`src/hdl/ipd_consts.vh`:
```
// Constants for the interrupt priority dispatch block.
// Included by ipd_top.v; definitions only.
`ifndef IPD_CONSTS_VH
`define IPD_CONSTS_VH
`define IPD_NUM_SLOTS      21
`define IPD_NUM_LEVELS     4
`define IPD_LVL_W          2
`define IPD_IDX_W          5
`define IPD_OPERAND_ONES   8'hff
// Service mode codes
`define IPD_MODE_VECTOR    2'h0
`define IPD_MODE_CTXSW     2'h1
`define IPD_MODE_MACRO     2'h2
// Dispatch kinds on o_kind
`define IPD_KIND_NONE      3'h0
`define IPD_KIND_MASKABLE  3'h1
`define IPD_KIND_NMI_PIN   3'h2
`define IPD_KIND_WATCHDOG  3'h3
`define IPD_KIND_BREAK     3'h4
`define IPD_KIND_BANK_BRK  3'h5
`define IPD_KIND_OPERAND   3'h6
// Vector table word addresses
`define IPD_VEC_BREAK      16'h003e
`define IPD_VEC_OPERAND    16'h003c
`define IPD_VEC_NMI_PIN    16'h0002
`define IPD_VEC_WATCHDOG   16'h0004
`define IPD_VEC_SLOT0      16'h0006
`define IPD_VEC_SLOT12     16'h0026
`define IPD_VEC_SLOT20     16'h0036
// Fixed save area within a register bank (frame word)
`define IPD_BANK_SAVE_OFS  4'h0
`define IPD_NMI_BANK       3'h7
`endif

```
`src/hdl/ipd_top.v`:
```
// Interrupt request arbitration and dispatch for a 16-bit core.
// Assumes requests are one-cycle pulses on i_clock; the nmi pin is async.
`timescale 1ns/1ps
`default_nettype none
`include "ipd_consts.vh"

module ipd_top #(
  parameter NSLOT = `IPD_NUM_SLOTS
) (
  // Clock and reset
  input  wire              i_clock,
  input  wire              i_rst,
  // Hardware request pulses
  input  wire [2:0]        i_timer_overflow_req,   // timer 0,1,4
  input  wire [6:0]        i_edge_input_req,       // edge inputs 0..6
  input  wire [3:0]        i_t0_capcomp_match_req, // timer-0 channels 0..3
  input  wire [1:0]        i_t1_compare_match_req,
  input  wire [1:0]        i_t4_compare_match_req,
  input  wire              i_serial0_rx_error_req,
  input  wire              i_serial0_rx_done_req,
  input  wire              i_sync_serial1_done_req,
  input  wire              i_serial0_tx_done_req,
  input  wire              i_serial2_rx_error_req,
  input  wire              i_serial2_rx_done_req,
  input  wire              i_sync_serial2_done_req,
  input  wire              i_serial2_tx_done_req,
  input  wire              i_conversion_done_req,
  input  wire              i_nmi_pin_edge,         // async pin level edge
  input  wire              i_watchdog_overflow_req,
  // Per-slot configuration, flattened
  input  wire [NSLOT-1:0]  i_mask,
  input  wire [2*NSLOT-1:0] i_level,               // 0 is highest
  input  wire [2*NSLOT-1:0] i_mode,
  input  wire [3*NSLOT-1:0] i_bank,
  // Software sources from core
  input  wire              i_break_instr,
  input  wire              i_bank_switch_break_instr,
  input  wire [2:0]        i_bank_break_bank,
  input  wire              i_guarded_write,        // standby_control, watchdog_mode_setting, instr_a
  input  wire [7:0]        i_operand_lo,
  input  wire [7:0]        i_operand_hi,
  // Core handshake
  input  wire              i_ack,
  input  wire              i_return,               // return from vectored/ctx handler
  input  wire              i_macro_done,
  // Dispatch outputs
  output reg               o_dispatch,
  output reg  [2:0]        o_kind,
  output reg  [1:0]        o_mode,
  output reg  [4:0]        o_slot,
  output reg  [15:0]       o_vector,
  output reg  [2:0]        o_bank,
  output reg               o_push_stack,
  output reg               o_save_bank,
  output reg               o_restore_stack,
  output reg               o_restore_bank,
  output reg               o_conv_start_trigger,
  output reg  [3:0]        o_capture_trigger,
  output reg  [2:0]        o_level_in_service,
  output reg               o_operand_error
);

  localparam ST_IDLE = 2'b01;
  localparam ST_WAIT = 2'b10;

  // Vector word for each default slot
  function [15:0] slot_vector;
    input [4:0] s;
    begin
      // Slots 0..11 are contiguous; the table skips four words before slot 12
      if (s < 5'd12)
        slot_vector = `IPD_VEC_SLOT0 + {10'h000, s, 1'b0};
      else
        slot_vector = `IPD_VEC_SLOT12 + {10'h000, s - 5'd12, 1'b0};
    end
  endfunction

  // Nmi pin synchroniser, three stages
  reg [2:0] nmi_sync_q;
  reg       nmi_level_q;
  always @(posedge i_clock or posedge i_rst) begin
    if (i_rst) begin
      nmi_sync_q  <= 3'h0;
      nmi_level_q <= 1'b0;
    end else begin
      nmi_sync_q <= {nmi_sync_q[1:0], i_nmi_pin_edge};
      if (nmi_sync_q[1] == nmi_sync_q[2])
        nmi_level_q <= nmi_sync_q[2];
    end
  end
  wire nmi_rise = (nmi_sync_q[1] == nmi_sync_q[2]) && nmi_sync_q[2] && !nmi_level_q;

  // Shared slots merge both sources
  wire [NSLOT-1:0] raw_req = {
    i_conversion_done_req,                                   // 20
    i_serial2_tx_done_req,                                   // 19
    i_serial2_rx_done_req | i_sync_serial2_done_req,         // 18
    i_serial2_rx_error_req,                                  // 17
    i_serial0_tx_done_req,                                   // 16
    i_serial0_rx_done_req | i_sync_serial1_done_req,         // 15
    i_serial0_rx_error_req,                                  // 14
    i_t4_compare_match_req,                                  // 13,12
    i_t1_compare_match_req,                                  // 11,10
    i_edge_input_req[6:4],                                   // 9..7
    i_edge_input_req[3:0] | i_t0_capcomp_match_req,          // 6..3
    i_timer_overflow_req};                                   // 2..0

  reg [NSLOT-1:0] pend_q;
  reg             nmi_pend_q, wdt_pend_q, brk_pend_q, bbrk_pend_q, oper_pend_q;
  reg [2:0]       bbrk_bank_q;
  reg [1:0]       state_q;
  // Level stack: bit per level currently in service, bit 4 for nmi pin and watchdog
  reg [4:0]       isr_q;

  wire [NSLOT-1:0] sel_ready;
  reg  [4:0]       win_idx;
  reg              win_ok;
  reg  [2:0]       cur_lvl;
  reg  [2:0]       win_lvl;
  integer          k;
  integer          j;

  // Active service level: lowest number set in isr_q, 4 means none
  always @* begin
    cur_lvl = 3'd4;
    for (k = 3; k >= 0; k = k - 1)
      if (isr_q[k])
        cur_lvl = k[2:0];
  end

  genvar g;
  generate
    for (g = 0; g < NSLOT; g = g + 1) begin : g_ready
      // Macro service bypasses the level others need higher level
      assign sel_ready[g] = pend_q[g] && !i_mask[g] && !isr_q[4] &&
        ((i_mode[2*g+1:2*g] == `IPD_MODE_MACRO) ||
         ({1'b0, i_level[2*g+1:2*g]} < cur_lvl));
    end
  endgenerate

  // Lowest level number wins, then lowest slot index
  always @* begin
    win_ok  = 1'b0;
    win_idx = 5'd0;
    win_lvl = 3'd4;
    for (j = NSLOT - 1; j >= 0; j = j - 1)
      if (sel_ready[j] && ({1'b0, i_level[2*j+:2]} <= win_lvl)) begin
        win_ok  = 1'b1;
        win_idx = j[4:0];
        win_lvl = {1'b0, i_level[2*j+:2]};
      end
  end

  wire oper_bad = i_guarded_write &&
    ((i_operand_lo ^ i_operand_hi) != `IPD_OPERAND_ONES);

  reg [NSLOT-1:0] clr_slot;
  always @* begin
    clr_slot = {NSLOT{1'b0}};
    if (state_q == ST_IDLE && !(nmi_pend_q | wdt_pend_q | oper_pend_q |
        brk_pend_q | bbrk_pend_q) && win_ok)
      clr_slot[win_idx] = 1'b1;
  end

  always @(posedge i_clock or posedge i_rst) begin
    if (i_rst) begin
      pend_q <= {NSLOT{1'b0}};
      nmi_pend_q <= 1'b0;
      wdt_pend_q <= 1'b0;
      brk_pend_q <= 1'b0;
      bbrk_pend_q <= 1'b0;
      oper_pend_q <= 1'b0;
      bbrk_bank_q <= 3'h0;
      state_q <= ST_IDLE;
      isr_q <= 5'h00;
      o_dispatch <= 1'b0;
      o_kind <= `IPD_KIND_NONE;
      o_mode <= `IPD_MODE_VECTOR;
      o_slot <= 5'h00;
      o_vector <= 16'h0000;
      o_bank <= 3'h0;
      o_push_stack <= 1'b0;
      o_save_bank <= 1'b0;
      o_restore_stack <= 1'b0;
      o_restore_bank <= 1'b0;
      o_conv_start_trigger <= 1'b0;
      o_capture_trigger <= 4'h0;
      o_level_in_service <= 3'd4;
      o_operand_error <= 1'b0;
    end else begin
      // New requests win over the clear of the same cycle
      pend_q <= (pend_q & ~clr_slot) | raw_req;
      o_conv_start_trigger <= i_edge_input_req[4];
      o_capture_trigger <= i_edge_input_req[3:0];
      o_operand_error <= oper_bad;
      o_level_in_service <= cur_lvl;
      o_restore_stack <= 1'b0;
      o_restore_bank <= 1'b0;
      if (i_return) begin
        // Pop innermost level; restore from where the latest dispatch saved (o_save_bank)
        if (isr_q[4])
          isr_q[4] <= 1'b0;
        else if (cur_lvl != 3'd4)
          isr_q[cur_lvl[1:0]] <= 1'b0;
        o_restore_stack <= !o_save_bank;
        o_restore_bank <= o_save_bank;
      end
      case (state_q)
        ST_IDLE: begin
          nmi_pend_q <= nmi_pend_q | nmi_rise;
          wdt_pend_q <= wdt_pend_q | i_watchdog_overflow_req;
          brk_pend_q <= brk_pend_q | i_break_instr;
          oper_pend_q <= oper_pend_q | oper_bad;
          if (i_bank_switch_break_instr) begin
            bbrk_pend_q <= 1'b1;
            bbrk_bank_q <= i_bank_break_bank;
          end
          o_dispatch <= 1'b1;
          o_mode <= `IPD_MODE_VECTOR;
          o_push_stack <= 1'b1;
          o_save_bank <= 1'b0;
          state_q <= ST_WAIT;
          if (nmi_pend_q) begin
            nmi_pend_q <= nmi_rise;
            o_kind <= `IPD_KIND_NMI_PIN;
            o_vector <= `IPD_VEC_NMI_PIN;
            isr_q[4] <= 1'b1;
          end else if (wdt_pend_q) begin
            wdt_pend_q <= i_watchdog_overflow_req;
            o_kind <= `IPD_KIND_WATCHDOG;
            o_vector <= `IPD_VEC_WATCHDOG;
            isr_q[4] <= 1'b1;
          end else if (oper_pend_q) begin
            oper_pend_q <= oper_bad;
            o_kind <= `IPD_KIND_OPERAND;
            o_vector <= `IPD_VEC_OPERAND;
          end else if (brk_pend_q) begin
            brk_pend_q <= i_break_instr;
            o_kind <= `IPD_KIND_BREAK;
            o_vector <= `IPD_VEC_BREAK;
          end else if (bbrk_pend_q) begin
            bbrk_pend_q <= i_bank_switch_break_instr;
            o_kind <= `IPD_KIND_BANK_BRK;
            o_mode <= `IPD_MODE_CTXSW;
            o_bank <= bbrk_bank_q;
            o_vector <= 16'h0000;
            o_push_stack <= 1'b0;
            o_save_bank <= 1'b1;
          end else if (win_ok) begin
            o_kind <= `IPD_KIND_MASKABLE;
            o_slot <= win_idx;
            o_mode <= i_mode[2*win_idx+:2];
            o_bank <= i_bank[3*win_idx+:3];
            case (i_mode[2*win_idx+:2])
              `IPD_MODE_CTXSW: begin
                o_vector <= 16'h0000;
                o_push_stack <= 1'b0;
                o_save_bank <= 1'b1;
                isr_q[win_lvl[1:0]] <= 1'b1;
              end
              `IPD_MODE_MACRO: begin
                o_vector <= 16'h0000;
                o_push_stack <= 1'b0;
                o_save_bank <= 1'b0;
              end
              default: begin
                o_vector <= slot_vector(win_idx);
                isr_q[win_lvl[1:0]] <= 1'b1;
              end
            endcase
          end else begin
            o_dispatch <= 1'b0;
            o_push_stack <= 1'b0;
            // Keep the save kind so a late return restores from the right place
            o_save_bank <= o_save_bank;
            state_q <= ST_IDLE;
          end
        end
        ST_WAIT: begin
          nmi_pend_q <= nmi_pend_q | nmi_rise;
          wdt_pend_q <= wdt_pend_q | i_watchdog_overflow_req;
          brk_pend_q <= brk_pend_q | i_break_instr;
          oper_pend_q <= oper_pend_q | oper_bad;
          if (i_bank_switch_break_instr) begin
            bbrk_pend_q <= 1'b1;
            bbrk_bank_q <= i_bank_break_bank;
          end
          // Macro service holds dispatch until firmware finishes
          if ((o_mode == `IPD_MODE_MACRO && o_kind == `IPD_KIND_MASKABLE) ?
              i_macro_done : i_ack) begin
            o_dispatch <= 1'b0;
            o_push_stack <= 1'b0;
            state_q <= ST_IDLE;
          end
        end
        default: state_q <= ST_IDLE;
      endcase
    end
  end

endmodule // ipd_top
`default_nettype wire

```
`config.mk`:
```
export PLATFORM = sky130hd
export DESIGN_NAME = ipd_top
export DESIGN_NICKNAME = d
export VERILOG_FILES = /design/src/hdl/ipd_top.v
export VERILOG_INCLUDE_DIRS = /design/src /design/src/hdl
export SDC_FILE = /design/constraint.sdc
export NUM_CORES = 1
export LEC_CHECK = 0
export ABC_AREA = 1
export BUFFER_PORTS_ARGS = -buffer_cell sky130_fd_sc_hd__buf_2
export CAP_MARGIN = 40
export CELL_PAD_IN_SITES_DETAIL_PLACEMENT = 2
export CELL_PAD_IN_SITES_GLOBAL_PLACEMENT = 2
export CORE_ASPECT_RATIO = 2
export CORE_MARGIN = 8
export CORE_UTILIZATION = 29
export CTS_CLUSTER_DIAMETER = 80
export DETAILED_ROUTE_END_ITERATION = 10
export PLACE_DENSITY_LB_ADDON = 0.1
export SLEW_MARGIN = 15
export SYNTH_ARGS = -nofsm -noshare
export SYNTH_HDL_FRONTEND = slang
export SYNTH_SLANG_ARGS = --single-unit
```
`constraint.sdc`:
```
create_clock -name i_clock -period 35.6 [get_ports i_clock]
set_input_delay 7.12 -clock i_clock [delete_from_list [all_inputs] [get_ports i_clock]]
set_output_delay 7.12 -clock i_clock [all_outputs]
set_load 0.01 [all_outputs]
```
# Word-level counts from Yosys, hierarchy flattened
# Index checks and enable logic that the tools add are counted.
[word_totals] out_inout_bits=43 word_cells=448 input_bits=224 regBits=83
[classes] n_addsub=3 eq_ne=31 magnitude_cmp=49 bitwise_logic=23 n_reduce_logical=149 shifts=2 mul=1 mux=165
[ops] cell="two-way mux 5 bit" count=29
[ops] cell="two-way mux 16 bit" count=6
[ops] cell="two-way mux 3 bit" count=32
[ops] cell="logical AND 1 bit" count=93
[ops] cell="two-way mux 1 bit" count=67
[ops] cell="less-than comparator 2 x 3 -> 1 bit" count=21
[ops] cell="indexed part select 63 x 8 -> 3 bit" count=1
[ops] cell="<= comparator 2 x 3 -> 1 bit" count=20
[ops] cell="== test 2 bit (second input constant)" count=24
[ops] cell="indexed part select 42 x 7 -> 2 bit" count=1
[ops] cell="two-way mux 2 bit" count=14
[ops] cell="logical NOT 1 bit" count=25
[ops] cell="AND 21 bit" count=1
[ops] cell="logical OR 1 bit" count=21
[ops] cell="two-way mux 21 bit" count=1
[ops] cell="inverter 21 bit" count=1
[ops] cell="OR 21 bit" count=1
[ops] cell="two-way mux 7 bit" count=2
[ops] cell="one-hot mux 1 bit (2 select lines)" count=7
[ops] cell="two-way mux 4 bit" count=3
[ops] cell="OR 1 bit" count=10
[ops] cell="less-than comparator 2 x 4 -> 1 bit (second input constant)" count=2
[ops] cell="inequality test 8 bit (second input constant)" count=1
[ops] cell="XOR 8 bit" count=1
[ops] cell="28 further kinds" count=39

# Depth between registers and ports, before layout
[depth] ltp_word=82 depth_mapped=197 mapped_depth_nobuf=196

# Worst setup path before layout
# Ideal clock, no wire load.
[synth_timing] path_type="input -> register" from="input i_level[41]" to="register o_vector[5]" path_slack_ns=7.166 setup_ns=0.066 path_stages=159 n_path_buf=0 t_arrival_ns=28.368 required_time_ns=35.534 cell_sequence="ha_1 > nand2_1 > nand2_1 > nand2_2 > nand3_1 > ha_1 > a21oi_1 > a21oi_1 > nand3_1 > nand2_1 > nand2_1 > nand2_1 > ha_1 > a21oi_1 > a21oi_1 > nand2_1 > nand2_1 > nand2_1 > [123 not listed] > nand2_4 > nand2_8 > nand2_8 > nor2_8 > inv_4 > nor2_4 > nand2_1 > nand2_1 > o21ai_1 > nand3_2 > inv_1 > ha_1 > nand2_1 > inv_1 > o21ai_0 > o21ai_1 > nand2_1 > nand2_1"
[synth_between] elab_chain_cells=75 word_cells_on_any_way=125 cone_classes="add/sub: 3; order compare: 23; eq/ne: 2; shift: 1; mux: 70; reduce/logical: 26"
[synth_rtl] item="start: declaration" line_no="ipd_top.v:32" text="input wire [2*NSLOT-1:0] i_level,"
[synth_rtl] item="less-than comparator 2 x 3 -> 1 bit" line_no="ipd_top.v:137" text="({1'b0, i_level[2*g+1:2*g]} < cur_lvl));"
[synth_rtl] item="logical OR 1 bit" line_no="ipd_top.v:136" text="((i_mode[2*g+1:2*g] == `IPD_MODE_MACRO) ||"
[synth_rtl] item="logical AND 1 bit" line_no="ipd_top.v:135" text="assign sel_ready[g] = pend_q[g] && !i_mask[g] && !isr_q[4] &&"
[synth_rtl] item="logical AND 1 bit" line_no="ipd_top.v:147" text="if (sel_ready[j] && ({1'b0, i_level[2*j+:2]} <= win_lvl)) begin"
[synth_rtl] item="two-way mux 3 bit" line_no="ipd_top.v:147"
[synth_rtl] item="<= comparator 2 x 3 -> 1 bit" line_no="ipd_top.v:147"
[synth_rtl] item="logical AND 1 bit" line_no="ipd_top.v:147"
[synth_rtl] item="two-way mux 3 bit" line_no="ipd_top.v:147"
[synth_rtl] item="[57 not listed]"
[synth_rtl] item="net win_idx[2]" line_no="ipd_top.v:116" text="reg [4:0] win_idx;"
[synth_rtl] item="[2 not listed]"
[synth_rtl] item="two-way mux 7 bit or OR reduction 2 bit (tied branches)"
[synth_rtl] item="two-way mux 7 bit (*)" line_no="ipd_top.v:254" text="case (i_mode[2*win_idx+:2])"
[synth_rtl] item="two-way mux 16 bit (*)" line_no="ipd_top.v:249" text="end else if (win_ok) begin"
[synth_rtl] item="two-way mux 16 bit (*)" line_no="ipd_top.v:241" text="end else if (bbrk_pend_q) begin"
[synth_rtl] item="two-way mux 16 bit (*)" line_no="ipd_top.v:237" text="end else if (brk_pend_q) begin"
[synth_rtl] item="two-way mux 16 bit (*)" line_no="ipd_top.v:233" text="end else if (oper_pend_q) begin"
[synth_rtl] item="two-way mux 16 bit (*)" line_no="ipd_top.v:228" text="end else if (wdt_pend_q) begin"
[synth_rtl] item="two-way mux 16 bit (*)" line_no="ipd_top.v:223" text="if (nmi_pend_q) begin"
[synth_rtl] item="end signal: assignment" line_no="ipd_top.v:226" text="o_vector <= `IPD_VEC_NMI_PIN;"
[synth_rtl] item="end signal: assignment" line_no="ipd_top.v:231" text="o_vector <= `IPD_VEC_WATCHDOG;"
[synth_rtl] item="end signal: assignment" line_no="ipd_top.v:236" text="o_vector <= `IPD_VEC_OPERAND;"
[synth_rtl] item="end: declaration" line_no="ipd_top.v:51" text="output reg [15:0] o_vector,"
# The timed path passes the listed nets; every way through them passes the cells marked *. The select of a mux whose other input is x is not followed.
# A chain may end at the register's enable or synchronous reset.

# Worst setup path in the final report
[layout_timing] from="input i_level[41]" to="register o_vector[5]"
[layout_between] elab_chain_cells=75 word_cells_on_any_way=125 cone_classes="add/sub: 3; order compare: 23; eq/ne: 2; shift: 1; mux: 70; reduce/logical: 26"
[layout_rtl] item="less-than comparator 2 x 3 -> 1 bit" line_no="ipd_top.v:137"
[layout_rtl] item="logical OR 1 bit" line_no="ipd_top.v:136"
[layout_rtl] item="logical AND 1 bit" line_no="ipd_top.v:135"
[layout_rtl] item="logical AND 1 bit" line_no="ipd_top.v:147"
[layout_rtl] item="two-way mux 3 bit" line_no="ipd_top.v:147"
[layout_rtl] item="<= comparator 2 x 3 -> 1 bit" line_no="ipd_top.v:147"
[layout_rtl] item="logical AND 1 bit" line_no="ipd_top.v:147"
[layout_rtl] item="two-way mux 3 bit" line_no="ipd_top.v:147"
[layout_rtl] item="[59 not listed]"
[layout_rtl] item="two-way mux 7 bit or OR reduction 2 bit (tied branches)"
[layout_rtl] item="two-way mux 7 bit" line_no="ipd_top.v:254"
[layout_rtl] item="two-way mux 16 bit" line_no="ipd_top.v:249"
[layout_rtl] item="two-way mux 16 bit" line_no="ipd_top.v:241"
[layout_rtl] item="two-way mux 16 bit" line_no="ipd_top.v:237"
[layout_rtl] item="two-way mux 16 bit" line_no="ipd_top.v:233"
[layout_rtl] item="two-way mux 16 bit" line_no="ipd_top.v:228"
[layout_rtl] item="two-way mux 16 bit" line_no="ipd_top.v:223"
# Several ways; a longest one is shown, not always the timed one. The select of a mux whose other input is x is not followed.

==> flow_summary.yaml <==
floorplan:
  die_area_um2: 33700
  start_util: 0.294
  rows: 86
  core-area_um2: 27400
  fp.dieW_um: 134
  io_pins: 267
  fp.dieH_um: 252
clocking:
  max-clock-path-buffers: 2
  clk_latency_ps: 370
  root_buffer: "clkbuf_16"
  cts_tree: "built"
  cts_resized: 0
  cts_buffers: 9
  cts_max_level: 3
  cts_hold_buffers: 0
  clkSinkCount: 73
  cts_setup_buffers: 0
  clkTransAtPathRegs_ps: 60
global_routing:
  grt_util_met1: 0.207
  antenna_found_initial: 10
  grt_max_degree: 70
  overflow: 0
  met2_usage: 0.501
  grt_pass1_vias: 11200
  grt_pass1_wl_mm: 62.2
  busiest_layer: "met2"
  use_met3: 0.0432
  track_usage: 0.243
yosys:
  ys.flop_type: "dfrtp_1"
  avgSynthCellArea_um2: 6.24
  yosysWarnings: 0
  synth_cell_types: 54
  synthArstFlopShare: 1.00
  ys_ff_latch: 73
  synth_edf_count: 0
  synth-seq-area-share: 0.227
  syn-cell-area_um2: 8050
  synthCells: 1290
sta:
  timing.final.crit_period_ps: 32470
  fmax_ghz: 0.0308
  max_slew_margin: 0.392
  setup_tns_ps: 0
  maxSlewViolCount: 0
  setup_violations: 0
  hold_viol: 0
  tightest_slew_ps: 905
  clock-skew-final_ps: 9.67
  period_share: 0.912
  rsz0062_at_grt: "no"
layout:
  design_area_um2: 9950
  mostFrequentLayoutCell: "nand2_1"
  nNetsFinal: 1840
  drive_above_1_share: 0.226
  fillers: 3586
  area.growth.synth_to_final_pct: 23.6
  layout_common_cells: "nand2_1 (439), buf_2 (256), inv_1 (177)"
critical_path:
  worstPathArrival_ps: 32770
  timing.rr.start: "isr_q[1]$_DFF_PP0_"
  cp_data_required_time_ps: 35910
  cp-startpoint: "i_level[41]"
  criticalPathCategory: "in2reg"
  crit_top_cell: "nand2_1"
  critPathMaxFanout: 69
  cp_slowest_cell: "inv_2"
  setup.worst_path.start_class: "input pin"
  endpoint_kind: "flop"
  max_stage_delay_ps: 760
worst_hold_path:
  hold_path.class: "reg2reg"
  worstHoldStart: "nmi_sync_q[0]$_DFF_PP0_"
drt:
  wl_mm: 40.9
  first_pass_iters: 4
  drtIter0Drc: 216
  wire_per_inst_um: 21.5
  via_per_inst: 5.06
  detail-route-antenna-nets: 0
  drc: 0
  vias: 9640
placement:
  place_congestion: 0.919
  dpl-instance-area_um2: 9610
  dp_hpwl_mm: 34.7
  io_buffers: 256
status:
  status: "finished clean"
job:
  maxCapViolations: 0
## stage by stage
step / util / hold WS, ps / instances / setup slack, ps
floorplan: - / 331 / 1299 / 7170
global placement: 0.350 / 335 / 1881 / 4210
detailed placement: 0.350 / 347 / 1883 / 2920
CTS: 0.361 / 361 / 1897 / 3100
global route: 0.363 / 364 / 1904 / 810
finish: 0.363 / 362 / 1905 / 3130
## area by class of cell
| cell class | instances | area [µm²] | share of cell area |
|---|---|---|---|
| multi-input combinational | 1004 | 5300 | 0.532 |
| sequential | 73 | 1830 | 0.184 |
| timing repair buffer | 264 | 1350 | 0.135 |
| inverter | 191 | 723 | 0.0727 |
| tap | 352 | 440 | 0.0443 |
| clock buffer | 10 | 229 | 0.0230 |
| clock inverter | 4 | 70.1 | 0.00704 |
| antenna | 7 | 17.5 | 0.00176 |
## Yosys cell counts (all sizes together), types with 2 or more instances
master,instances,area [µm²]
buf,28,230
a31oi,4,31.3
nand3b,3,35.0
o22ai,3,18.8
nor2,110,492
clkbuf,3,11.3
o21ai,96,488
or2,15,93.8
a21oi,70,358
mux2,2,22.5
a22o,3,26.3
dfrtp,71,1780
nand2,457,1820
nand3,105,546
xor2,4,35.0
a2111oi,10,95.1
nand4,11,75.1
dfstp,2,52.6
ha,73,913
inv,190,718
o211ai,3,22.5
o31ai,3,22.5
o21bai,11,82.6
nor3b,2,20.0
nor3,4,20.0
## logic make-up (layout without fill, tap and decap cells)
kind of cell,after synthesis,in the layout,share of synthesized area
AOI/OAI and AO/OA,206,206,0.146
xor gates and xnor gates,5,5,0.00544
adders and majority gates,73,73,0.113
buffers and inverters,222,469,0.120
DFF,73,73,0.227
muxes,2,2,0.00280
other,1,17,0.000466
and+or+nand+nor,708,708,0.386
## flip-flops by register name, summed over array words and instances (netlist names), 2 cells and up
signal,flops
o_slot,5
o_vector,6
o_level_in_service,3
nmi_sync_q,3
state_q,2
o_kind,3
bbrk_bank_q,3
isr_q,5
o_bank,3
pend_q,21
o_capture_trigger,4
o_mode,2
## layer usage
metal	up-vias	share of wire
met5	-	0.00056
met4	4	0.047
met3	70	0.036
met2	211	0.59
met1	4730	0.33
li1	4625	-
## worst paths after layout
kind                            depth (start not counted)  slack (ps)                 endpoint
worst max-delay path                                  159        3130  o_vector[5]$_DFFE_PP0P_
worst min-delay path                                    0         360  nmi_sync_q[1]$_DFF_PP0_
worst max register to register                        160        9150  o_vector[5]$_DFFE_PP0P_
worst min register to register                          0         360  nmi_sync_q[1]$_DFF_PP0_
max in group asynchronous                               4       27870   state_q[0]$_DFFE_PP1P_
min in group asynchronous                               2        6720     pend_q[20]$_DFF_PP0_
## worst max-delay path: cells and delay by family
kind                     cells  cell delay [ps]
buffers and inverters        8             1790
AO/OA/AOI/OAI               48             5820
adder cells (fa/ha/maj)     22             5670
AND/OR/NAND/NOR             81            12290
Power is not shown: default switching activity piles up to over one toggle a cycle in this logic, so the estimate is an artifact.
